[config.mk]
export PLATFORM = sky130hd
export DESIGN_NAME = aacr_regs
export DESIGN_NICKNAME = d
export VERILOG_FILES = /design/src/verilog/aacr_pkg.sv /design/src/verilog/aacr_reg_if.sv /design/src/verilog/aacr_byte_reg.sv /design/src/verilog/aacr_regs.sv
export SDC_FILE = /design/constraint.sdc
export NUM_CORES = 1
export LEC_CHECK = 0
export ABC_AREA = 1
export ABC_CLOCK_PERIOD_IN_PS = 1200
export BUFFER_PORTS_ARGS = -buffer_cell sky130_fd_sc_hd__buf_4
export CAP_MARGIN = 40
export CORE_MARGIN = 5
export CORE_UTILIZATION = 42
export DETAILED_ROUTE_END_ITERATION = 10
export GPL_TIMING_DRIVEN = 0
export PLACE_DENSITY_LB_ADDON = 0.12
export REMOVE_ABC_BUFFERS = 1
export SYNTH_ARGS = -nofsm -noshare
export SYNTH_HDL_FRONTEND = slang
export SYNTH_SLANG_ARGS = --single-unit
[constraint.sdc]
create_clock -name aclk -period 1.2 [get_ports aclk]
set_input_delay 0.06 -clock aclk [delete_from_list [all_inputs] [get_ports aclk]]
set_output_delay 0.06 -clock aclk [all_outputs]
set_load 0.05 [all_outputs]
[src/verilog/aacr_pkg.sv]
// Purpose: Constants and types shared by the analog control register bank
// Assumes: Register indices are word offsets; bus byte address is index times four
// Notes: Only the four ADC control registers are stored; rest of range reads zero
package aacr_pkg;

   // ==========================================================
   // Register map
   // ==========================================================
   localparam int AACR_NREG = 4;
   localparam logic [13:0] AACR_RANGE_LO_IDX = 14'h2858;
   localparam logic [13:0] AACR_RANGE_HI_IDX = 14'h2868;
   localparam logic [13:0] AACR_GAIN_IDX = 14'h2858;
   localparam logic [13:0] AACR_BIAS_IDX = 14'h2859;
   localparam logic [13:0] AACR_INTEG_IDX = 14'h285a;
   localparam logic [13:0] AACR_COMP_IDX = 14'h285b;
   localparam logic [3:0][13:0] AACR_REG_IDX =
      {AACR_COMP_IDX, AACR_INTEG_IDX, AACR_BIAS_IDX, AACR_GAIN_IDX};

   // Writable bits per register, reserved bits stay zero
   localparam logic [3:0][7:0] AACR_WMASK = {8'h1a, 8'h1f, 8'h0f, 8'h7f};
   // Values after reset
   localparam logic [3:0][7:0] AACR_RESET = {8'h00, 8'h00, 8'h00, 8'h00};

   // ==========================================================
   // Field positions
   // ==========================================================
   localparam int AACR_VGAIN_BIT = 6;
   localparam int AACR_BGAIN_LSB = 3;
   localparam int AACR_AGAIN_LSB = 0;
   localparam int AACR_BIAS2_LSB = 2;
   localparam int AACR_BIAS1_LSB = 0;
   localparam int AACR_AMPBIAS_BIT = 4;
   localparam int AACR_RSTM_BIT = 3;
   localparam int AACR_RSTU_BIT = 2;
   localparam int AACR_RSTB_BIT = 1;
   localparam int AACR_RSTA_BIT = 0;
   localparam int AACR_BOOST_BIT = 4;
   localparam int AACR_VSHORT_BIT = 3;
   localparam int AACR_ISHORT_BIT = 1;

   // ==========================================================
   // Bus responses
   // ==========================================================
   localparam logic [1:0] AACR_RESP_OKAY = 2'h0;
   localparam logic [1:0] AACR_RESP_SLVERR = 2'h2;

   // Decoded gain exponent: gain is two to this power
   localparam logic [2:0] AACR_LOG2_X1 = 3'h0;
   localparam logic [2:0] AACR_LOG2_X4 = 3'h2;
   localparam logic [2:0] AACR_LOG2_X8 = 3'h3;
   localparam logic [2:0] AACR_LOG2_X16 = 3'h4;
   localparam logic [2:0] AACR_LOG2_X32 = 3'h5;

   // Bus slave and decode state of the top module
   typedef struct packed {
      logic aw_full;
      logic [13:0] aw_idx;
      logic w_full;
      logic [7:0] w_data;
      logic w_strb0;
      logic bvalid;
      logic [1:0] bresp;
      logic rvalid;
      logic [1:0] rresp;
      logic [7:0] rdata;
      logic [2:0] b_gain_log2;
      logic [2:0] a_gain_log2;
   } aacr_state_t;

   // State of one stored byte
   typedef struct packed {
      logic [7:0] value;
   } aacr_byte_state_t;

endpackage // aacr_pkg

[src/verilog/aacr_reg_if.sv]
// Purpose: Write port and stored value of one control byte
// Assumes: One writer, one owner
// Notes: Owner masks reserved bits
interface aacr_reg_if;
   logic wr_en;
   logic [7:0] wr_data;
   logic [7:0] q;

   // Storage side
   modport owner (input wr_en, input wr_data, output q);
   // Decode side
   modport user (output wr_en, output wr_data, input q);
endinterface // aacr_reg_if

[src/verilog/aacr_byte_reg.sv]
// Purpose: One byte of static analog control storage
// Assumes: Synchronous active-low reset
// Notes: Bits outside WMASK always read zero
module aacr_byte_reg
   import aacr_pkg::*;
#(
   parameter logic [7:0] WMASK = 8'hff,
   parameter logic [7:0] RESET = 8'h00
)
(
   // Clock and reset
   input wire logic aclk,
   input wire logic aresetn,
   // Register port
   aacr_reg_if.owner port
);

   aacr_byte_state_t st;
   aacr_byte_state_t next_st;

   // ==========================================================
   // Next value: hold unless written
   // ==========================================================
   // hold unless written
   always_comb
   begin
      next_st = st;
      if (port.wr_en)
      begin
         next_st.value = port.wr_data & WMASK;
      end
   end

   // State register
   always_ff @(posedge aclk)
   begin
      if (!aresetn)
      begin
         st.value <= RESET & WMASK;
      end
      else
      begin
         st <= next_st;
      end
   end

   assign port.q = st.value;
endmodule // aacr_byte_reg

[src/verilog/aacr_regs.sv]
// Purpose: AXI4-Lite bank of analog front end control registers
// Assumes: aresetn combines power-on, brown-out, pin and watchdog resets
// Notes: Fields drive static analog control outputs
//
// Contract
// - Range 0x2858 to 0x2868 readable and writable
// - Every system reset restores register defaults
// - Bit 6 voltage gain, software keeps zero
// - Bits 5:3 channel B gain, upper codes x32
// - Bits 2:0 channel A gain, same encoding
// - Bits 3:2 second order bias scale
// - Bits 1:0 first order bias scale
// - Bit 4 voltage amplifier bias scale
// - Bits 3:0 per channel integrator reset
// - Bit 4 comparator bias boost
// - Bit 3 shorts voltage channel input
// - Bit 1 shorts current channel inputs
//
// The AXI4-Lite interface to the registers is this design's own decision.
module aacr_regs
   import aacr_pkg::*;
(
   // Clock and reset
   input wire logic aclk,
   input wire logic aresetn,
   // AXI4-Lite write address
   input wire logic [15:0] s_axi_awaddr,
   input wire logic [2:0] s_axi_awprot,
   input wire logic s_axi_awvalid,
   output logic s_axi_awready,
   // AXI4-Lite write data
   input wire logic [31:0] s_axi_wdata,
   input wire logic [3:0] s_axi_wstrb,
   input wire logic s_axi_wvalid,
   output logic s_axi_wready,
   // AXI4-Lite write response
   output logic [1:0] s_axi_bresp,
   output logic s_axi_bvalid,
   input wire logic s_axi_bready,
   // AXI4-Lite read address
   input wire logic [15:0] s_axi_araddr,
   input wire logic [2:0] s_axi_arprot,
   input wire logic s_axi_arvalid,
   output logic s_axi_arready,
   // AXI4-Lite read data
   output logic [31:0] s_axi_rdata,
   output logic [1:0] s_axi_rresp,
   output logic s_axi_rvalid,
   input wire logic s_axi_rready,
   // Gain controls
   output logic voltage_pga_gain,
   output logic [2:0] current_b_pga_gain,
   output logic [2:0] current_a_pga_gain,
   output logic [2:0] current_b_gain_log2,
   output logic [2:0] current_a_gain_log2,
   // Bias controls
   output logic [1:0] second_order_bias_scale,
   output logic [1:0] first_order_bias_scale,
   output logic voltage_amp_bias_scale,
   output logic comparator_bias_boost,
   // Integrator resets
   output logic multifunc_integrator_reset,
   output logic voltage_integrator_reset,
   output logic current_b_integrator_reset,
   output logic current_a_integrator_reset,
   // Input shorts
   output logic voltage_input_short,
   output logic current_input_short
);

   aacr_state_t st;
   aacr_state_t next_st;
   logic aw_hs;
   logic w_hs;
   logic ar_hs;
   logic do_write;
   logic [3:0] wr_hit;
   logic [3:0][7:0] reg_q;
   logic [13:0] ar_idx;
   logic [7:0] held_wdata;

   aacr_reg_if reg_bus [AACR_NREG] ();

   // ==========================================================
   // Gain code decode
   // ==========================================================
   function automatic logic [2:0] gain_log2(input logic [2:0] code);
      logic [2:0] res;
      res = AACR_LOG2_X32;
      case (code)
         3'h0: res = AACR_LOG2_X1;
         3'h1: res = AACR_LOG2_X4;
         3'h2: res = AACR_LOG2_X8;
         3'h3: res = AACR_LOG2_X16;
         default: res = AACR_LOG2_X32;
      endcase
      return res;
   endfunction

   // In the documented analog range
   function automatic logic in_range(input logic [13:0] idx);
      return (idx >= AACR_RANGE_LO_IDX) && (idx <= AACR_RANGE_HI_IDX);
   endfunction

   // ==========================================================
   // Handshakes
   // ==========================================================
   assign s_axi_awready = !st.aw_full && !st.bvalid;
   assign s_axi_wready = !st.w_full && !st.bvalid;
   assign s_axi_arready = !st.rvalid;
   assign aw_hs = s_axi_awvalid && s_axi_awready;
   assign w_hs = s_axi_wvalid && s_axi_wready;
   assign ar_hs = s_axi_arvalid && s_axi_arready;
   assign do_write = st.aw_full && st.w_full && !st.bvalid;
   assign ar_idx = s_axi_araddr[15:2];
   assign held_wdata = st.w_data;

   // ==========================================================
   // Storage bytes
   // ==========================================================
   genvar gi;
   generate
      for (gi = 0; gi < AACR_NREG; gi++)
      begin : g_reg
         assign wr_hit[gi] = do_write && st.w_strb0 && (st.aw_idx == AACR_REG_IDX[gi]);
         assign reg_bus[gi].wr_en = wr_hit[gi];
         assign reg_bus[gi].wr_data = st.w_data;
         assign reg_q[gi] = reg_bus[gi].q;
         aacr_byte_reg #(
            .WMASK(AACR_WMASK[gi]),
            .RESET(AACR_RESET[gi])
         ) u_byte (
            .aclk(aclk),
            .aresetn(aresetn),
            .port(reg_bus[gi])
         );
      end
   endgenerate

   // ==========================================================
   // Bus slave next state
   // ==========================================================
   always_comb
   begin
      next_st = st;
      // Capture address and data in either order
      if (aw_hs)
      begin
         next_st.aw_full = 1'b1;
         next_st.aw_idx = s_axi_awaddr[15:2];
      end
      if (w_hs)
      begin
         next_st.w_full = 1'b1;
         next_st.w_data = s_axi_wdata[7:0];
         next_st.w_strb0 = s_axi_wstrb[0];
      end
      if (do_write)
      begin
         next_st.aw_full = 1'b0;
         next_st.w_full = 1'b0;
         next_st.bvalid = 1'b1;
         next_st.bresp = in_range(st.aw_idx) ? AACR_RESP_OKAY : AACR_RESP_SLVERR;
      end
      if (st.bvalid && s_axi_bready)
      begin
         next_st.bvalid = 1'b0;
      end
      if (wr_hit[0])
      begin
         next_st.b_gain_log2 = gain_log2(st.w_data[AACR_BGAIN_LSB +: 3]);
         next_st.a_gain_log2 = gain_log2(st.w_data[AACR_AGAIN_LSB +: 3]);
      end
      if (ar_hs)
      begin
         next_st.rvalid = 1'b1;
         next_st.rdata = 8'h00;
         next_st.rresp = in_range(ar_idx) ? AACR_RESP_OKAY : AACR_RESP_SLVERR;
         for (int i = 0; i < AACR_NREG; i++)
         begin
            if (ar_idx == AACR_REG_IDX[i])
            begin
               next_st.rdata = reg_q[i];
            end
         end
      end
      if (st.rvalid && s_axi_rready)
      begin
         next_st.rvalid = 1'b0;
      end
   end

   // State register
   always_ff @(posedge aclk)
   begin
      if (!aresetn)
      begin
         st <= '0;
      end
      else
      begin
         st <= next_st;
      end
   end

   // ==========================================================
   // Bus outputs
   // ==========================================================
   assign s_axi_bvalid = st.bvalid;
   assign s_axi_bresp = st.bresp;
   assign s_axi_rvalid = st.rvalid;
   assign s_axi_rresp = st.rresp;
   assign s_axi_rdata = {24'h000000, st.rdata};

   // ==========================================================
   // Static analog controls
   // ==========================================================
   // voltage gain bit
   assign voltage_pga_gain = reg_q[0][AACR_VGAIN_BIT];
   assign current_b_pga_gain = reg_q[0][AACR_BGAIN_LSB +: 3];
   assign current_b_gain_log2 = st.b_gain_log2;
   assign current_a_pga_gain = reg_q[0][AACR_AGAIN_LSB +: 3];
   assign current_a_gain_log2 = st.a_gain_log2;
   assign second_order_bias_scale = reg_q[1][AACR_BIAS2_LSB +: 2];
   assign first_order_bias_scale = reg_q[1][AACR_BIAS1_LSB +: 2];
   assign voltage_amp_bias_scale = reg_q[2][AACR_AMPBIAS_BIT];
   assign multifunc_integrator_reset = reg_q[2][AACR_RSTM_BIT];
   assign voltage_integrator_reset = reg_q[2][AACR_RSTU_BIT];
   assign current_b_integrator_reset = reg_q[2][AACR_RSTB_BIT];
   assign current_a_integrator_reset = reg_q[2][AACR_RSTA_BIT];
   assign comparator_bias_boost = reg_q[3][AACR_BOOST_BIT];
   assign voltage_input_short = reg_q[3][AACR_VSHORT_BIT];
   assign current_input_short = reg_q[3][AACR_ISHORT_BIT];
endmodule // aacr_regs

==> metrics.txt <==
status=finished with violations; failing checks=setup timing; layout cells sized above 1=roughly 34%; Post-route DRC=0; maximum clock path buffer count=2; Final Hold Viols=0; nets=around 600; Gate Count Post-Synth=between 400 and 500; initial antenna violation count=0; Period minus WS final=approximately 1.4 ns; Die Y=about 95 um; fillers=approximately 670; full die area=9050 um^2; utilization after layout=61.0%; worst min-delay path startpoint=s_axi_wdata[4]; library cells used by synthesis=28; Post-Synth Simple-Gate Area=roughly 26%; Site Rows=31; main combinational cell family by area after synthesis=simple AND/OR/NAND/NOR gates; Startpoint Class=register; total CTS buffers=9; global-route wire length before repair=roughly 12000 um; Cell Count, Final, Fillers Out=between 600 and 700; endpoints failing setup=26; synthesized flop and latch total=60; maximum fanout along the worst path=6; top cell type's share of synthesized area=about two fifths; Initial DRC Count=~110; Pre-Repair DR Iteration Count=4; clk_lat worst skew=0.34 ns; reg2reg end=g_reg[0].u_byte.port.q[5]; Core Footprint=approximately 7000 um^2; largest net degree at the start of global routing=43; Worst Setup End Kind=register; Post-Place Cells=570; post-route ant nets=0; metal2 WL=about 3800 um; kind of critical path=register to register; Data arrival, critical path=1.66 ns; routed wl met3=~630 um; post-synthesis compound-gate area fraction=roughly 17%; fmax=~700 MHz; Final Cycle Share=116%; PD cells=roughly 1200 nW/um^2; Pwr Total=around 0.0052 W; Starting Density=a little over two fifths; Global Route Usage Sum=16.8%; CTS H-tree depth=3; drt total wl=7750 um; wl on met1=about 3200 um; Synth Area in Adders=0%; port bufs=81; GP Congestion=around 0.84; CTS Sinks=60; reg2reg setup slack=-0.19 ns; chip width=between 90 and 100 um; WHS Endpoint=held_wdata[4]; DR vias/cell=between 4 and 5; average size of a mapped cell=a little over 7 um^2; worst path required time=between 1 and 1.5 ns; worst min path class=input port to register; Final TNS setup=-3.65 ns; leakage power=1.90 nW; max-slew violation count=0; worst reg2reg path startpoint=st[43]; Synth-to-Final Area Change=43.1%; Reg2Reg Depth=7; MaxCap Viol Count=0; Avg WL per Cell=12.4 um; sequential fraction of the synthesis area=39.5%; dpl hpwl=between 5000 and 6000 um; I/O Pins=~150; Final Skew=~0.012 ns; Synth warnings=0; Clock Pin Slew Worst Setup and Hold Paths=0.08 ns; vias in the first global route=between 2000 and 3000; leading post-synthesis cells by cell area=dfxtp_1, buf_4, a21oi_1; worst vdd ir=slightly above 0.0008 V; GR Overflow Total=0; Synth Area in XOR/XNOR=0%; Root Driver=clkbuf_8; Yosys top cell by area=dfxtp_1; Ant. Diodes=0; TritonCTS clock tree=built; setup ws final=-0.188 ns; vias=just under 3000; worst hold stages=3; mux share of post-synthesis cell area=0%; Synth Cell Area=slightly above 3000 um^2; RSZ-0062 raised after global routing=yes; DR top layer=met4
## where the power goes
group | switching [W] | leakage, nW | total [W] | internal, W
clock | 0.000820 | 0.120 | 0.00211 | 0.00129
sequential | 0.000102 | 0.492 | 0.00219 | 0.00209
combinational | 0.000604 | 1.29 | 0.000928 | 0.000324
## sequential cells by signal, indices dropped and copies added, names as in the netlist
signal,flops
s_axi_bresp,1
g.u_byte.port.q,19
held_wdata,7
s_axi_rresp,1
s_axi_rvalid,1
current_b_gain_log2,3
s_axi_rdata,7
st,17
s_axi_bvalid,1
current_a_gain_log2,3
## critical path, cell delays in order, from the launching register on
cell and delay (ns):
dfxtp_2 0.32, inv_2 0.04, nor2_2 0.09, nand4_1 0.23, inv_4 0.22, buf_6 0.14, nand4_1 0.15, a21oi_2 0.15
## worst max-delay path by stage
stage	cells past startpoint	slack [ns]	from	end
after floorplan	5	-1.06	s_axi_bvalid	st[32]
after global placement	5	-0.40	s_axi_bvalid	st[39]
after detailed placement	6	-0.44	st[38]	g_reg[0].u_byte.port.q[3]
after CTS	7	-0.20	st[43]	g_reg[0].u_byte.port.q[3]
after global routing	7	-0.28	s_axi_bvalid	g_reg[0].u_byte.port.q[5]
final	7	-0.19	st[43]	g_reg[0].u_byte.port.q[5]
## routing by layer
layer,vias up,global-route usage [%]
met5,-,0
li1,1523,-
met1,1305,20.0
met4,0,6.85
met2,86,28.1
met3,7,4.89
## cell type report
cell class | instances | area (um^2) | share of cell area, %
sequential | 60 | 1210 | 27.8
multi-input combinational | 292 | 1600 | 36.7
timing repair buffer | 121 | 1030 | 23.7
clock buffer | 11 | 151 | 3.48
clock inverter | 5 | 82.6 | 1.90
tap | 99 | 124 | 2.85
inverter | 39 | 158 | 3.62
## cell usage after synthesis
| library cell | count |
|---|---|
| o21ai_0 | 34 |
| nand2_1 | 55 |
| nor2_4 | 5 |
| clkinv_1 | 1 |
| conb_1 | 1 |
| a21oi_1 | 52 |
| o22ai_1 | 1 |
| nand3_2 | 3 |
| inv_4 | 1 |
| nor2_8 | 2 |
| o21ai_1 | 12 |
| nand4_1 | 12 |
| nand3_1 | 21 |
| a211oi_1 | 1 |
| nand2_2 | 3 |
| buf_4 | 46 |
| buf_2 | 2 |
| inv_1 | 35 |
| dfxtp_1 | 60 |
| o21a_1 | 1 |
| nor2_2 | 5 |
| buf_1 | 1 |
| nor2_1 | 53 |
| clkbuf_1 | 5 |
| nor3_1 | 3 |
| inv_2 | 2 |
| buf_6 | 1 |
| nand2_4 | 1 |
## stage by stage
step	area (um^2)	hold WS, ns	setup slack, ns
after global routing	4350	0.00419	-0.277
after detailed placement	3480	0.247	-0.445
after CTS	4150	0.000272	-0.197
after floorplan	2750	0.159	-1.06
final	4350	0.0103	-0.188
after global placement	3480	0.244	-0.399
## layout by cell type (no fill, tap or decap), types with 5 or more instances in the layout
cell type      Yosys  layout
o21ai_0           34      27
a21oi_1           52      45
nor2_1            53      50
dfxtp_1           60      54
nand2_1           55      52
inv_2              2       5
buf_4             46      88
o21ai_1           12       8
dlygate4sd3_1      0      19
buf_6              1      11
dfxtp_2            0       5
nor2_4             5      10
inv_1             35      30
conb_1             1      27
o21ai_2            0      11
a21oi_2            0       7
nand3_1           21      20
nand4_1           12      12
clkbuf_8           0      11
## kinds of logic (layout without fill, tap and decap cells)
kind of cell | Yosys count | in the layout
simple gates | 163 | 164
flops | 60 | 60
buf+inv | 94 | 176
compound gates | 101 | 101
other cells | 1 | 27
## what timing repair did
action / 4_1_cts / 5_1_grt
gates cloned: 1 / 0
setup buffers: 13 / 8
setup endpoints to repair: 52 / 41
hold buffers: 19 / 0
gates resized for setup: 34 / 42
pin swaps: 15 / 18
hold endpoints to repair: 18 / 0
Note: power is estimated with default switching activity, not from simulation.
